==> src/vdst_pkg.sv <==
// Package with register map, field layout and constants of the display status tracker.
package vdst_pkg;

   // ********************************************
   // Register offsets (byte addresses)
   // ********************************************
   localparam logic [11:0] VDST_ADDR_STATUS = 12'h200;
   localparam logic [11:0] VDST_ADDR_IRQ_STATUS = 12'h300;
   localparam logic [11:0] VDST_ADDR_IRQ_MASK = 12'h304;
   localparam logic [11:0] VDST_ADDR_CONTROL = 12'h308;

   // ********************************************
   // Status register field layout
   // ********************************************
   localparam int VDST_FRAME_DONE_FLAG_BIT = 30;
   localparam int VDST_F2D_BIT = 29;
   localparam int VDST_F1D_BIT = 28;
   localparam int VDST_LINE_LSB = 16;
   localparam int VDST_VBLANK_BIT = 13;
   localparam int VDST_FIELD_BIT = 12;
   localparam int VDST_PIXEL_LSB = 0;
   localparam int VDST_CNT_W = 12;

   // ********************************************
   // Interrupt status and mask layout
   // ********************************************
   localparam int VDST_IRQ_DISPLAY_COMPLETE_IRQ_BIT = 0;
   localparam int VDST_IRQ_COMPLETION_NOT_ACKED_IRQ_BIT = 1;
   localparam int VDST_IRQ_W = 2;

   // ********************************************
   // Control register layout
   // ********************************************
   localparam int VDST_CTL_CON_BIT = 0;
   localparam int VDST_CTL_W = 1;

   // ********************************************
   // Status reset value and unmapped read data
   // ********************************************
   localparam logic [31:0] VDST_STATUS_RST = 32'h0000_0000;
   localparam logic [31:0] VDST_UNMAPPED_DATA = 32'h0000_0000;

endpackage : vdst_pkg

==> src/vdst_sync.sv <==
// Three-stage input synchroniser with agreement filter.
`timescale 1ns/1ps
`default_nettype none
module vdst_sync #(
   parameter int WIDTH = 1
) (
   input wire logic clk_i,
   input wire logic srst_i,
   input wire logic [WIDTH-1:0] d_i,
   output logic [WIDTH-1:0] q_o
);
   logic [WIDTH-1:0] s1_r;
   logic [WIDTH-1:0] s2_r;
   logic [WIDTH-1:0] s3_r;
   logic [WIDTH-1:0] q_r;
   logic [WIDTH-1:0] q_nxt;

   always_comb begin
      q_nxt = q_r;
      for (int i = 0; i < WIDTH; i++) begin
         if (s2_r[i] == s3_r[i]) begin
            q_nxt[i] = s3_r[i];
         end
      end
   end

   always_ff @(posedge clk_i) begin
      if (srst_i) begin
         s1_r <= '0;
         s2_r <= '0;
         s3_r <= '0;
         q_r <= '0;
      end else begin
         s1_r <= d_i;
         s2_r <= s1_r;
         s3_r <= s2_r;
         q_r <= q_nxt;
      end
   end

   assign q_o = q_r;
endmodule : vdst_sync
`default_nettype wire

==> src/vdst_top.sv <==
// Display status tracker: status register, completion flags and interrupts over APB.
//
// Added by the designer: the APB register port and the register addresses.
`timescale 1ns/1ps
`default_nettype none
module vdst_top
   import vdst_pkg::*;
#(
   parameter int CNT_W = VDST_CNT_W
) (
   input wire logic REF_CLK_I,
   input wire logic SRST_I,
   input wire logic PSEL_I,
   input wire logic PENABLE_I,
   input wire logic PWRITE_I,
   input wire logic [11:0] PADDR_I,
   input wire logic [31:0] PWDATA_I,
   output logic [31:0] PRDATA_O,
   output logic PREADY_O,
   output logic PSLVERR_O,
   input wire logic [CNT_W-1:0] FRAME_LINE_COUNTER_I,
   input wire logic [CNT_W-1:0] FRAME_PIXEL_COUNTER_I,
   input wire logic VBLANK_I,
   input wire logic FIELD2_I,
   input wire logic LAST_PIXEL_PAD_I,
   input wire logic FIELD1_END_I,
   input wire logic FIELD2_END_I,
   input wire logic FRAME_END_I,
   output logic IRQ_O
);

   // ********************************************
   // Display engine inputs
   // ********************************************
   logic [CNT_W-1:0] line_r;
   logic [CNT_W-1:0] line_nxt;
   logic [CNT_W-1:0] pixel_r;
   logic [CNT_W-1:0] pixel_nxt;
   logic vblank_r;
   logic vblank_nxt;
   logic field_r;
   logic field_nxt;
   logic vblank_d_r;
   logic vblank_d_nxt;
   logic [2:0] ev_sync;
   logic pad_lvl_d_r;
   logic pad_lvl_d_nxt;
   logic pad_evt;

   // The pad, blanking and field levels come from the display clock pins, so they are synchronised.
   vdst_sync #(
      .WIDTH(3)
   ) u_sync (
      .clk_i(REF_CLK_I),
      .srst_i(SRST_I),
      .d_i({LAST_PIXEL_PAD_I, VBLANK_I, FIELD2_I}),
      .q_o(ev_sync)
   );

   // Completion fires once on the rising edge of the last-pixel-at-pad level.
   assign pad_evt = ev_sync[2] & ~pad_lvl_d_r;

   always_comb begin
      line_nxt = FRAME_LINE_COUNTER_I;
      pixel_nxt = FRAME_PIXEL_COUNTER_I;
      vblank_nxt = ev_sync[1];
      vblank_d_nxt = ev_sync[1];
      pad_lvl_d_nxt = ev_sync[2];
      field_nxt = field_r;
      // Field indicator follows the engine only as a new blanking interval opens.
      if (ev_sync[1] && !vblank_d_r) begin
         field_nxt = ev_sync[0];
      end
   end

   always_ff @(posedge REF_CLK_I) begin
      if (SRST_I) begin
         line_r <= '0;
         pixel_r <= '0;
         vblank_r <= 1'b0;
         vblank_d_r <= 1'b0;
         field_r <= 1'b0;
         pad_lvl_d_r <= 1'b0;
      end else begin
         line_r <= line_nxt;
         pixel_r <= pixel_nxt;
         vblank_r <= vblank_nxt;
         vblank_d_r <= vblank_d_nxt;
         field_r <= field_nxt;
         pad_lvl_d_r <= pad_lvl_d_nxt;
      end
   end

   // ********************************************
   // APB decode
   // ********************************************
   logic apb_wr;
   logic apb_rd;
   logic sel_status;
   logic sel_irq_status;
   logic sel_irq_mask;
   logic sel_control;
   logic sel_any;

   assign apb_wr = PSEL_I & PENABLE_I & PWRITE_I & PREADY_O;
   assign apb_rd = PSEL_I & ~PENABLE_I & ~PWRITE_I;

   always_comb begin
      sel_status = 1'b0;
      sel_irq_status = 1'b0;
      sel_irq_mask = 1'b0;
      sel_control = 1'b0;
      if (PADDR_I == VDST_ADDR_STATUS) begin
         sel_status = 1'b1;
      end else if (PADDR_I == VDST_ADDR_IRQ_STATUS) begin
         sel_irq_status = 1'b1;
      end else if (PADDR_I == VDST_ADDR_IRQ_MASK) begin
         sel_irq_mask = 1'b1;
      end else if (PADDR_I == VDST_ADDR_CONTROL) begin
         sel_control = 1'b1;
      end
      sel_any = sel_status | sel_irq_status | sel_irq_mask | sel_control;
   end

   // ********************************************
   // Completion flags and interrupts
   // ********************************************
   logic f1d_r;
   logic f1d_nxt;
   logic f2d_r;
   logic f2d_nxt;
   logic frame_done_flag_r;
   logic frame_done_flag_nxt;
   logic [VDST_IRQ_W-1:0] irq_stat_r;
   logic [VDST_IRQ_W-1:0] irq_stat_nxt;
   logic [VDST_IRQ_W-1:0] irq_mask_r;
   logic [VDST_IRQ_W-1:0] irq_mask_nxt;
   logic [VDST_CTL_W-1:0] ctl_r;
   logic [VDST_CTL_W-1:0] ctl_nxt;
   logic irq_r;
   logic irq_nxt;
   logic set_f1;
   logic set_f2;
   logic set_frm;
   logic any_done;
   logic not_acked;

   always_comb begin
      set_f1 = pad_evt & FIELD1_END_I;
      set_f2 = pad_evt & FIELD2_END_I;
      set_frm = pad_evt & FRAME_END_I;
      any_done = set_f1 | set_f2 | set_frm;
      // In noncontinuous mode a new completion over an uncleared flag is a miss.
      not_acked = ~ctl_r[VDST_CTL_CON_BIT]
                  & ((set_f1 & f1d_r) | (set_f2 & f2d_r) | (set_frm & frame_done_flag_r));
      f1d_nxt = f1d_r;
      f2d_nxt = f2d_r;
      frame_done_flag_nxt = frame_done_flag_r;
      if (apb_wr && sel_status) begin
         // A one clears, a zero leaves the flag alone.
         if (PWDATA_I[VDST_F1D_BIT]) begin
            f1d_nxt = 1'b0;
         end
         if (PWDATA_I[VDST_F2D_BIT]) begin
            f2d_nxt = 1'b0;
         end
         if (PWDATA_I[VDST_FRAME_DONE_FLAG_BIT]) begin
            frame_done_flag_nxt = 1'b0;
         end
      end
      // Setting wins over a clear in the same cycle.
      if (set_f1) begin
         f1d_nxt = 1'b1;
      end
      if (set_f2) begin
         f2d_nxt = 1'b1;
      end
      if (set_frm) begin
         frame_done_flag_nxt = 1'b1;
      end
      irq_stat_nxt = irq_stat_r;
      if (apb_rd && sel_irq_status) begin
         irq_stat_nxt = '0;
      end
      if (any_done) begin
         irq_stat_nxt[VDST_IRQ_DISPLAY_COMPLETE_IRQ_BIT] = 1'b1;
      end
      if (not_acked) begin
         irq_stat_nxt[VDST_IRQ_COMPLETION_NOT_ACKED_IRQ_BIT] = 1'b1;
      end
      irq_mask_nxt = irq_mask_r;
      ctl_nxt = ctl_r;
      if (apb_wr && sel_irq_mask) begin
         irq_mask_nxt = PWDATA_I[VDST_IRQ_W-1:0];
      end
      if (apb_wr && sel_control) begin
         ctl_nxt = PWDATA_I[VDST_CTL_W-1:0];
      end
      irq_nxt = |(irq_stat_nxt & irq_mask_nxt);
   end

   always_ff @(posedge REF_CLK_I) begin
      if (SRST_I) begin
         f1d_r <= 1'b0;
         f2d_r <= 1'b0;
         frame_done_flag_r <= 1'b0;
         irq_stat_r <= '0;
         irq_mask_r <= '0;
         ctl_r <= '0;
         irq_r <= 1'b0;
      end else begin
         f1d_r <= f1d_nxt;
         f2d_r <= f2d_nxt;
         frame_done_flag_r <= frame_done_flag_nxt;
         irq_stat_r <= irq_stat_nxt;
         irq_mask_r <= irq_mask_nxt;
         ctl_r <= ctl_nxt;
         irq_r <= irq_nxt;
      end
   end

   // ********************************************
   // APB read path
   // ********************************************
   logic [31:0] status_word;
   logic [31:0] prdata_r;
   logic [31:0] prdata_nxt;
   logic pready_r;
   logic pready_nxt;
   logic pslverr_r;
   logic pslverr_nxt;

   always_comb begin
      status_word = VDST_STATUS_RST;
      status_word[VDST_FRAME_DONE_FLAG_BIT] = frame_done_flag_r;
      status_word[VDST_F2D_BIT] = f2d_r;
      status_word[VDST_F1D_BIT] = f1d_r;
      status_word[VDST_LINE_LSB +: VDST_CNT_W] = VDST_CNT_W'(line_r);
      status_word[VDST_VBLANK_BIT] = vblank_r;
      status_word[VDST_FIELD_BIT] = field_r;
      status_word[VDST_PIXEL_LSB +: VDST_CNT_W] = VDST_CNT_W'(pixel_r);
   end

   // Setup cycle loads the answer; access phase sees pready high, one wait-free cycle.
   always_comb begin
      prdata_nxt = prdata_r;
      pready_nxt = PSEL_I & ~PENABLE_I;
      pslverr_nxt = 1'b0;
      if (PSEL_I && !PENABLE_I) begin
         pslverr_nxt = ~sel_any;
         prdata_nxt = VDST_UNMAPPED_DATA;
         if (!PWRITE_I) begin
            if (sel_status) begin
               prdata_nxt = status_word;
            end else if (sel_irq_status) begin
               prdata_nxt = 32'(irq_stat_r);
            end else if (sel_irq_mask) begin
               prdata_nxt = 32'(irq_mask_r);
            end else if (sel_control) begin
               prdata_nxt = 32'(ctl_r);
            end
         end
      end
   end

   always_ff @(posedge REF_CLK_I) begin
      if (SRST_I) begin
         prdata_r <= '0;
         pready_r <= 1'b0;
         pslverr_r <= 1'b0;
      end else begin
         prdata_r <= prdata_nxt;
         pready_r <= pready_nxt;
         pslverr_r <= pslverr_nxt;
      end
   end

   assign PRDATA_O = prdata_r;
   assign PREADY_O = pready_r;
   assign PSLVERR_O = pslverr_r;
   assign IRQ_O = irq_r;

endmodule : vdst_top
`default_nettype wire

==> config.mk <==
export PLATFORM = sky130hd
export DESIGN_NAME = vdst_top
export DESIGN_NICKNAME = d
export VERILOG_FILES = /design/src/vdst_pkg.sv /design/src/vdst_sync.sv /design/src/vdst_top.sv
export SDC_FILE = /design/constraint.sdc
export NUM_CORES = 1
export LEC_CHECK = 0
export ABC_CLOCK_PERIOD_IN_PS = 1700
export BUFFER_PORTS_ARGS = -buffer_cell sky130_fd_sc_hd__buf_2
export CORE_MARGIN = 2
export CORE_UTILIZATION = 30
export DETAILED_ROUTE_END_ITERATION = 8
export PLACE_DENSITY = 0.62
export SKIP_CTS_REPAIR_TIMING = 1
export SLEW_MARGIN = 25
export SYNTH_ARGS = -nofsm -noshare
export SYNTH_HDL_FRONTEND = slang
export SYNTH_SLANG_ARGS = --single-unit
==> constraint.sdc <==
create_clock -name REF_CLK_I -period 1.7 [get_ports REF_CLK_I]
set_input_delay 0.17 -clock REF_CLK_I [delete_from_list [all_inputs] [get_ports REF_CLK_I]]
set_output_delay 0.17 -clock REF_CLK_I [all_outputs]
set_load 0.02 [all_outputs]
==> reports/qor.csv, run 1 <==
stage,metric,value,unit
run_status,status,"complete, no violations",
run,maxCapViolCount,0,
yosys,synth_area_leader_cell,dfxtp_1,
yosys,async_flop_share,0,%
layout,drive_above_1_share,41.7,%
worst_setup_path,start_kind,input pin,
power_and_ir_drop,powerDensity,1040,nW/µm²
layout,fillers,922,
clock_network,cts_buffers,9,
grt,grt_pass1_vias,1997,
die,dieArea,10200,µm²
yosys,syn_inst,261,
yosys,synth_fa_ha_area_share,0,%
yosys,yosysSeqAreaShare,55.8,%
placement,dp_slack,0.0693,ns
worst_hold_path,whs_path_depth,2,
grt,antenna_found_initial,0,
worst_setup_path,r2r_end,IRQ_O$_SDFF_PP0_,
die,die_h,101,µm
clock_network,cts_sinks,79,
worst_setup_path,worstSetupEndpointType,flip-flop,
placement,gp_congestion,0.719,
clock_network,cts_tree,built,
yosys,synth_area_leaders,"dfxtp_1 (56%), a22oi_2 (8.8%), nor2b_1 (8.8%)",
grt,grt_pass1_wl,9.18,mm
grt,grt_overflow,0,
layout,final_common_cell,buf_2,
timing,final_max_slew_viol_count,0,
timing,worst_slack,0.418,ns
worst_hold_path,hp-class,in -> reg,
worst_setup_path,path_delay_family,simple AND/OR/NAND/NOR gates,
clock_network,cts_root_buf,clkbuf_8,
drt,wl,5.60,mm
yosys,synth_cell_types,32,
timing,timing.setup.tns,0,ns
layout,mostFrequentLayoutCells,"buf_2 (83), dfxtp_1 (79), nor2b_1 (40)",
placement,dp_hpwl,3.93,mm
yosys,synth-simple-area-share,21.1,%
die,rows,35,
drt,firstDrtPassIters,4,
drt,drc,0,
timing,min_period,1.28,ns
drt,drtAntennaViolNets,0,
drt,viasPerCell,4.42,
placement,placed_cells,443,
worst_setup_path,critPathMaxStageDelay,0.40,ns
worst_setup_path,r2r_cells,4,
layout,area_growth,26.3,%
drt,drt-initial-drc-count,30,
yosys,ys_warn_count,0,
yosys,synth-seq-cells,79,
timing,setup_viol,0,
drt,wl_per_cell,12.2,µm
die,core_area,9200,µm²
grt,track_usage,11.5,%
timing,finalHoldViolCount,0,
worst_setup_path,worst_path_max_delay_cell,and4b_1,
yosys,synth_compound_area_share,15.5,%
layout,antenna_cells,0,
die,initial_core_util,30.8,%
yosys,syn_area_per_cell,10.9,µm²
clock_network,cts_max_path_buffers,2,
yosys,synth_top_family_by_area,simple AND/OR/NAND/NOR gates,
grt,grt_max_degree,31,
worst_hold_path,holdPathEnd,line_r[11]$_SDFF_PP0_,
worst_setup_path,required,1.93,ns
yosys,yosysTopAreaCellShare,55.8,%
layout,utilization,39.0,%
clock_network,cts.htree.levels,3,
drt,via_count,2028,
timing,rsz0062_at_grt,false,
layout,fin_cells,459,
worst_setup_path,crit_buf_inv,1,
worst_setup_path,worst-path-max-fanout,8,
worst_setup_path,worstReg2RegStart,PREADY_O$_SDFF_PP0_,
timing,max_freq,780,MHz
yosys,synth-xor-area-share,0,%
clock_network,clock_latency,0.34,ns
worst_setup_path,reg2reg_slack,0.42,ns
worst_setup_path,cp.arrival,1.51,ns
die,die_w,101,µm
die,io_pins,114,
timing,skew,0.00885,ns
timing,fin_crit_sh,75.4,%
power_and_ir_drop,ir_drop,0.000381,V
yosys,ys.flop_type,dfxtp_1,
worst_setup_path,critical_path_class,in -> reg,
worst_hold_path,hp-start,FRAME_LINE_COUNTER_I[11],
yosys,synth-edff-count,0,
placement,portBuffers,83,
yosys,synthMuxAreaShare,1.76,%
yosys,netlist_area,2840,µm²
worst_setup_path,crit_chain,buf_2 -> nor4_1 -> and4b_1 -> and4_4 -> mux2i_1 -> o22ai_1,
clock_network,clk_pin_slew_worst_paths,0.08,ns
layout,nets,422,
power_and_ir_drop,leakage,1.49,nW
==> layer usage <==
| layer | GRT usage (%) | wire (µm) |
|---|---|---|
| met5 | 0 | 0 |
| met4 | 4.05 | 51 |
| met3 | 4.28 | 338 |
| met2 | 19.5 | 2610 |
| met1 | 13.2 | 2600 |
==> worst reg2reg max path: stages (launching register included) <==
cell and delay (ns):
dfxtp_1 0.33, and4_1 0.26, and4_4 0.25, mux2i_1 0.24, o22ai_1 0.09
==> synth_stat cells (all sizes together) (2+ instances only) <==
library cell / count
a22oi: 27
buf: 11
nor2b: 40
mux2i: 5
inv: 3
and3: 3
clkbuf: 9
nand2: 10
and4: 2
a21oi: 8
o21ai: 5
nor2: 37
nand2b: 3
nor4: 2
dfxtp: 79
a32o: 3
nand4: 2
nor3: 4
==> how the worst max path moves through the flow <==
stage,from,to,slack (ns),depth (start not counted)
after global routing,PADDR_I[11],IRQ_O$_SDFF_PP0_,0.27,6
after global placement,PADDR_I[11],IRQ_O$_SDFF_PP0_,0.10,6
final,PADDR_I[11],IRQ_O$_SDFF_PP0_,0.42,6
after CTS,PREADY_O$_SDFF_PP0_,IRQ_O$_SDFF_PP0_,0.43,4
after detailed placement,PADDR_I[11],IRQ_O$_SDFF_PP0_,0.07,6
after floorplan,PADDR_I[11],IRQ_O$_SDFF_PP0_,0.34,6
==> state kept, by name, indices dropped and copies added (netlist names) <==
register,cells
IRQ_O,1
PRDATA_O,29
PREADY_O,1
PSLVERR_O,1
ctl_r,1
f1d_r,1
f2d_r,1
field_r,1
frame_done_flag_r,1
irq_mask_r,2
irq_stat_r,2
line_r,12
pad_lvl_d_r,1
pixel_r,12
u_sync.q_o,3
u_sync.s1_r,3
u_sync.s2_r,3
u_sync.s3_r,3
vblank_d_r,1
==> stage by stage <==
| step | hold WS [ns] | total power [mW] | area, µm² |
|---|---|---|---|
| 2_1_floorplan | 0.296 | 2.05 | 2840 |
| 3_3_place_gp | 0.379 | 2.13 | 3340 |
| 3_5_place_dp | 0.384 | 2.13 | 3340 |
| 4_1_cts | 0.0173 | 3.79 | 3580 |
| 5_1_grt | 0.0186 | 3.89 | 3580 |
| 6_report | 0.0373 | 3.73 | 3580 |
==> where the power goes <==
part / internal [mW] / switching, mW / leakage, nW
combinational: 0.0795 / 0.0999 / 0.731
clock: 1.02 / 0.629 / 0.118
sequential: 1.89 / 0.0148 / 0.645
==> kinds of logic (layout without fill, tap and decap cells) <==
kind of cell | count (synthesis) | after routing
simple gates | 105 | 105
other cells | 1 | 3
flops | 79 | 79
compound gates | 48 | 48
mux | 5 | 5
buf+inv | 23 | 108
==> area by class of cell <==
class                      count  area [µm²]  share of cell area, %
timing repair buffer          89         510                   14.2
multi-input combinational    161        1100                   30.8
sequential                    79        1580                   44.1
clock buffer                  13         149                   4.16
inverter                       3        11.3                  0.314
tap                          111         139                   3.88
clock inverter                 3        90.1                   2.51
(Power assumes the default switching activity.)
==> run 2: changes to the inputs <==
--- a/config.mk
+++ b/config.mk
@@ -5,12 +5,12 @@
 export SDC_FILE = /design/constraint.sdc
 export NUM_CORES = 1
 export LEC_CHECK = 0
-export ABC_CLOCK_PERIOD_IN_PS = 1700
+export ABC_CLOCK_PERIOD_IN_PS = 1100
 export BUFFER_PORTS_ARGS = -buffer_cell sky130_fd_sc_hd__buf_2
 export CORE_MARGIN = 2
 export CORE_UTILIZATION = 30
 export DETAILED_ROUTE_END_ITERATION = 8
-export PLACE_DENSITY = 0.62
+export PLACE_DENSITY = 0.64
 export SKIP_CTS_REPAIR_TIMING = 1
 export SLEW_MARGIN = 25
 export SYNTH_ARGS = -nofsm -noshare
==> constraint.sdc (replaced) <==
create_clock -name REF_CLK_I -period 1.1 [get_ports REF_CLK_I]
set_input_delay 0.11 -clock REF_CLK_I [delete_from_list [all_inputs] [get_ports REF_CLK_I]]
set_output_delay 0.11 -clock REF_CLK_I [all_outputs]
set_load 0.02 [all_outputs]
==> run 2 against run 1 <==
The flow now finishes with violations (negative hold slack, negative setup slack). Clock skew up 0.0024 ns. Flip-flop and latch count unchanged. Routed wire length grew 11%. Die area did not move. Via count up 7.6%. Sequential power increased by 54%. First-iteration DRC count grew 120%. Worst setup slack got worse by 0.56 ns. Global-route usage is 0.64 points higher. Worst hold slack lost 0.052 ns. Largest power group unchanged. Sequential share of layout area decreased by 4.4 points. Utilization up 4.3 points.
==> reports/qor.csv, run 2 (same netlist as run 1, synthesis figures left out) <==
stage,metric,value,unit
worst_setup_path,r2r_cells,4,
placement,dp_slack,-0.461,ns
placement,placed_cells,460,
die,dieArea,10200,µm²
clock_network,cts_max_path_buffers,2,
grt,grt_pass1_vias,2060,
timing,min_period,1.24,ns
run,maxCapViolCount,0,
worst_setup_path,crit_buf_inv,0,
layout,final_common_cell,buf_2,
worst_hold_path,hp-start,FRAME_LINE_COUNTER_I[2],
die,rows,35,
timing,skew,0.0112,ns
die,core_area,9200,µm²
worst_setup_path,worst_path_max_delay_cell,dfxtp_2,
layout,largest_reg_flops,29,
timing,slew_headroom,58.9,%
layout,utilization,43.3,%
timing,setup_viol,6,
grt,grt_pass1_wl,9.53,mm
power_and_ir_drop,total_power,5.69,mW
worst_setup_path,critical_path_class,reg -> reg,
worst_setup_path,worst_path_most_repeated_cell,and4_4,
drt,wl,6.24,mm
drt,drt-initial-drc-count,65,
clock_network,cts.htree.levels,3,
worst_setup_path,path_delay_family,simple AND/OR/NAND/NOR gates,
drt,drtAntennaViolNets,0,
clock_network,cts_sinks,79,
timing,worst_slack,-0.143,ns
worst_hold_path,whs_path_depth,2,
grt,grt_overflow,0,
worst_setup_path,cp.arrival,1.48,ns
die,die_w,101,µm
timing,final_max_slew_viol_count,0,
drt,drc,0,
worst_setup_path,crit_chain,and4_4 -> and4_4 -> mux2i_2 -> o22ai_1,
layout,area_growth,40.3,%
timing,fin_crit_sh,113,%
drt,wl_per_cell,12.5,µm
worst_hold_path,hp-class,in -> reg,
timing,rsz0062_at_grt,true,
timing,fin_hold_ws,-0.0151,ns
layout,fin_cells,501,
timing,finalHoldViolCount,4,
worst_setup_path,worst-path-max-fanout,3,
placement,dp_hpwl,4.42,mm
clock_network,cts_tree,built,
run_status,status,"complete, but fails checks",
power_and_ir_drop,powerDensity,1430,nW/µm²
timing,tightestPinTransition,0.617,ns
grt,track_usage,12.1,%
die,initial_core_util,30.8,%
placement,gp_congestion,0.820,
run_status,violations,"negative hold slack, negative setup slack",
drt,viasPerCell,4.36,
layout,drive_above_1_share,45.1,%
worst_setup_path,critPathMaxStageDelay,0.33,ns
die,io_pins,114,
clock_network,cts_buffers,9,
worst_setup_path,reg2reg_slack,-0.14,ns
layout,antenna_cells,0,
timing,timing.setup.tns,-0.529,ns
layout,nets,464,
die,die_h,101,µm
worst_setup_path,worstSetupEndpointType,flip-flop,
drt,via_count,2182,
layout,mostFrequentLayoutCells,"buf_2 (81), dfxtp_1 (78), nor2b_1 (39)",
grt,grt_max_degree,53,
clock_network,clk_pin_slew_worst_paths,0.08,ns
worst_setup_path,r2r_end,IRQ_O$_SDFF_PP0_,
timing,max_freq,805,MHz
worst_hold_path,holdPathEnd,line_r[2]$_SDFF_PP0_,
worst_setup_path,required,1.33,ns
worst_setup_path,worstReg2RegStart,PREADY_O$_SDFF_PP0_,
worst_setup_path,start_kind,flip-flop,
drt,firstDrtPassIters,4,
clock_network,cts_root_buf,clkbuf_8,
layout,fillers,874,
placement,portBuffers,83,
power_and_ir_drop,leakage,1.68,nW
grt,antenna_found_initial,0,
power_and_ir_drop,ir_drop,0.000756,V
clock_network,clock_latency,0.35,ns
## run 2: how the worst max path moves through the flow
stage                        start               end  slack (ns)  depth (start not counted)
2_1_floorplan          PADDR_I[11]  IRQ_O$_SDFF_PP0_       -0.20                          6
3_3_place_gp           PADDR_I[11]  IRQ_O$_SDFF_PP0_       -0.43                          6
3_5_place_dp           PADDR_I[11]  IRQ_O$_SDFF_PP0_       -0.46                          6
4_1_cts        PREADY_O$_SDFF_PP0_  IRQ_O$_SDFF_PP0_       -0.17                          4
5_1_grt        PREADY_O$_SDFF_PP0_  IRQ_O$_SDFF_PP0_       -0.21                          4
6_report       PREADY_O$_SDFF_PP0_  IRQ_O$_SDFF_PP0_       -0.14                          4
## run 2: stage by stage
step	area, µm²	hold slack [ns]
after floorplan	2850	0.236
after global placement	3440	0.316
after detailed placement	3440	0.322
after CTS	3660	-0.0616
after global routing	3980	0.000697
final	3980	-0.0151
## run 2: layout make-up
cell class,count,area [µm²],share of cell area [%]
Inverter,3,11.3,0.283
Multi-Input combinational cell,161,1140,28.7
Timing Repair Buffer,131,885,22.2
Tap cell,111,139,3.49
Sequential cell,79,1580,39.8
Clock buffer,10,128,3.21
Clock inverter,6,92.6,2.33
## run 2: worst register-to-register path, stage by stage, from the launching register on
cell and delay, ns:
dfxtp_2 0.33, and4_4 0.21, and4_4 0.24, mux2i_2 0.24, o22ai_1 0.12
## run 2: power breakdown
part,switching (mW),leakage [nW],internal [mW]
clock network,1.07,0.104,1.29
registers,0.0230,0.645,2.92
logic,0.177,0.928,0.203
## run 2: routing by layer
layer,wire length (µm),track usage (%),vias to the layer above
li1,-,-,1128
met1,2780,14.2,995
met2,3080,20.4,54
met3,324,4.07,5
met4,62,4.68,0
met5,0,0,-
==> run 3: changes to the inputs <==
--- a/config.mk
+++ b/config.mk
@@ -11,6 +11,7 @@
 export CORE_UTILIZATION = 30
 export DETAILED_ROUTE_END_ITERATION = 8
 export PLACE_DENSITY = 0.64
+export REMOVE_ABC_BUFFERS = 1
 export SKIP_CTS_REPAIR_TIMING = 1
 export SLEW_MARGIN = 25
 export SYNTH_ARGS = -nofsm -noshare
==> run 3 against run 2 <==
The run still ends with negative hold slack, negative setup slack left. Power decreased by 3.8%. Maximum frequency decreased by 2.9%. Flip-flop and latch count unchanged. Sequential share of layout area decreased by 0.54 points. Critical endpoint unchanged. Largest power group unchanged.
==> reports/qor.csv, run 3 (same netlist as run 1, synthesis figures left out) <==
stage,metric,value,unit
worst_setup_path,worstSetupEndpointType,flip-flop,
power_and_ir_drop,clock_power_share,38.8,%
power_and_ir_drop,powerDensity,1350,nW/µm²
die,die_w,101,µm
clock_network,cts_max_path_buffers,2,
drt,wl,6.32,mm
die,die_h,101,µm
power_and_ir_drop,combPwrFrac,7.4,%
timing,rsz0062_at_grt,true,
drt,via_count,2246,
clock_network,cts_sinks,79,
timing,min_period,1.28,ns
placement,portBuffers,83,
layout,antenna_cells,0,
timing,skew,0.00832,ns
grt,grt_pass1_vias,2055,
power_and_ir_drop,swShare,22.3,%
drt,firstDrtPassIters,4,
placement,place_area,3470,µm²
die,io_pins,114,
layout,multiInputGateArea,1140,µm²
layout,register_area,1580,µm²
layout,fillers,897,
drt,drt-initial-drc-count,82,
die,dieArea,10200,µm²
clock_network,clock_latency,0.34,ns
timing,final_max_slew_viol_count,0,
clock_network,clk_pin_slew_worst_paths,0.08,ns
layout,drive_above_1_share,45.7,%
clock_network,cts.htree.levels,3,
grt,grt_overflow,0,
layout,nets,468,
die,initial_core_util,30.8,%
run_status,violations,"negative hold slack, negative setup slack",
placement,dp_hpwl,4.31,mm
drt,drc,0,
worst_hold_path,whs_path_depth,2,
layout,area_growth,42.3,%
worst_setup_path,required,1.33,ns
grt,antenna_found_initial,0,
worst_setup_path,r2r_cells,4,
layout,fin_area,4040,µm²
timing,finalHoldViolCount,1,
grt,grt_pass1_wl,9.56,mm
worst_hold_path,hp-class,in -> reg,
worst_setup_path,cp.arrival,1.51,ns
run,maxCapViolCount,0,
layout,final_common_cell,buf_2,
timing,fin_crit_sh,116,%
power_and_ir_drop,seq_power_share,53.8,%
layout,mostFrequentLayoutCells,"buf_2 (81), dfxtp_1 (77), nor2b_1 (39)",
timing,setup_viol,10,
grt,track_usage,12.0,%
die,rows,35,
grt,grt_max_degree,20,
layout,largest_reg_flops,29,
timing,max_freq,781,MHz
worst_setup_path,worst-path-max-fanout,3,
power_and_ir_drop,ir_drop,0.000652,V
worst_setup_path,critical_path_class,reg -> reg,
drt,viasPerCell,4.45,
placement,dp_slack,-0.419,ns
clock_network,cts_root_buf,clkbuf_8,
power_and_ir_drop,p_int,4.25,mW
run_status,status,"complete, but fails checks",
placement,gp_congestion,0.838,
worst_setup_path,start_kind,flip-flop,
power_and_ir_drop,p_sw,1.22,mW
timing,worst_slack,-0.180,ns
power_and_ir_drop,leakage,1.69,nW
clock_network,cts_buffers,9,
timing,fin_hold_ws,-0.00160,ns
drt,drtAntennaViolNets,0,
die,core_area,9200,µm²
clock_network,cts_tree,built,
drt,wl_per_cell,12.5,µm
[run 3: cell count changes in the layout (fill, tap and decap cells not counted), sizes merged]
cell,delta
clkinvlp,+1
inv,-2
clkinv,+1
bufinv,-1
clkbuf,+2
dlygate4sd3,+3
[run 3: area by class of cell]
type	count	area share, %
multi-input combinational	161	28.2
clock buffer	11	3.50
inverter	3	0.279
timing repair buffer	135	23.9
clock inverter	5	1.43
sequential	79	39.2
tap	111	3.44
[run 3: power groups by stage]
stage	sequential [mW]	combinational, mW	clock, mW
2_1_floorplan	3.01	0.0934	0
3_3_place_gp	3.01	0.327	0
3_5_place_dp	3.01	0.329	0
4_1_cts	2.94	0.330	2.22
5_1_grt	2.95	0.448	2.37
6_report	2.94	0.403	2.12
[run 3: path summary, 6_finish.rpt]
kind                                  start                   endpoint  slack [ns]
setup / recovery        PREADY_O$_SDFF_PP0_           IRQ_O$_SDFF_PP0_       -0.18
hold / removal     FRAME_PIXEL_COUNTER_I[0]      pixel_r[0]$_SDFF_PP0_      -0.002
hold reg to reg   u_sync.s1_r[2]$_SDFF_PP0_  u_sync.s2_r[2]$_SDFF_PP0_        0.44
setup reg to reg        PREADY_O$_SDFF_PP0_           IRQ_O$_SDFF_PP0_       -0.18
[run 3: per-stage QoR]
stage | cells | TNS [ns] | power [mW] | hold WS, ns | utilization (%)
finish | 505 | -0.908 | 5.47 | -0.00160 | 43.9
global route | 505 | -1.56 | 5.77 | 0.00765 | 43.9
CTS | 476 | -0.989 | 5.49 | -0.0560 | 39.9
floorplan | 243 | -24.21 | 3.10 | 0.177 | -
detailed placement | 460 | -11.44 | 3.34 | 0.323 | 37.8
global placement | 460 | -11.78 | 3.34 | 0.317 | 37.8
[run 3: routing by layer]
layer	global-route usage, %	wire length, µm	vias up
met4	4.68	104	0
met2	18.4	2860	77
li1	-	-	1137
met1	15.4	2940	1019
met5	0	0	-
met3	4.49	422	13
[run 3: critical path, stage by stage, from the launching register on]
cell     delay [ns]
dfxtp_2        0.33
and4_4         0.22
and4_4         0.24
mux2i_2        0.25
o22ai_1        0.12
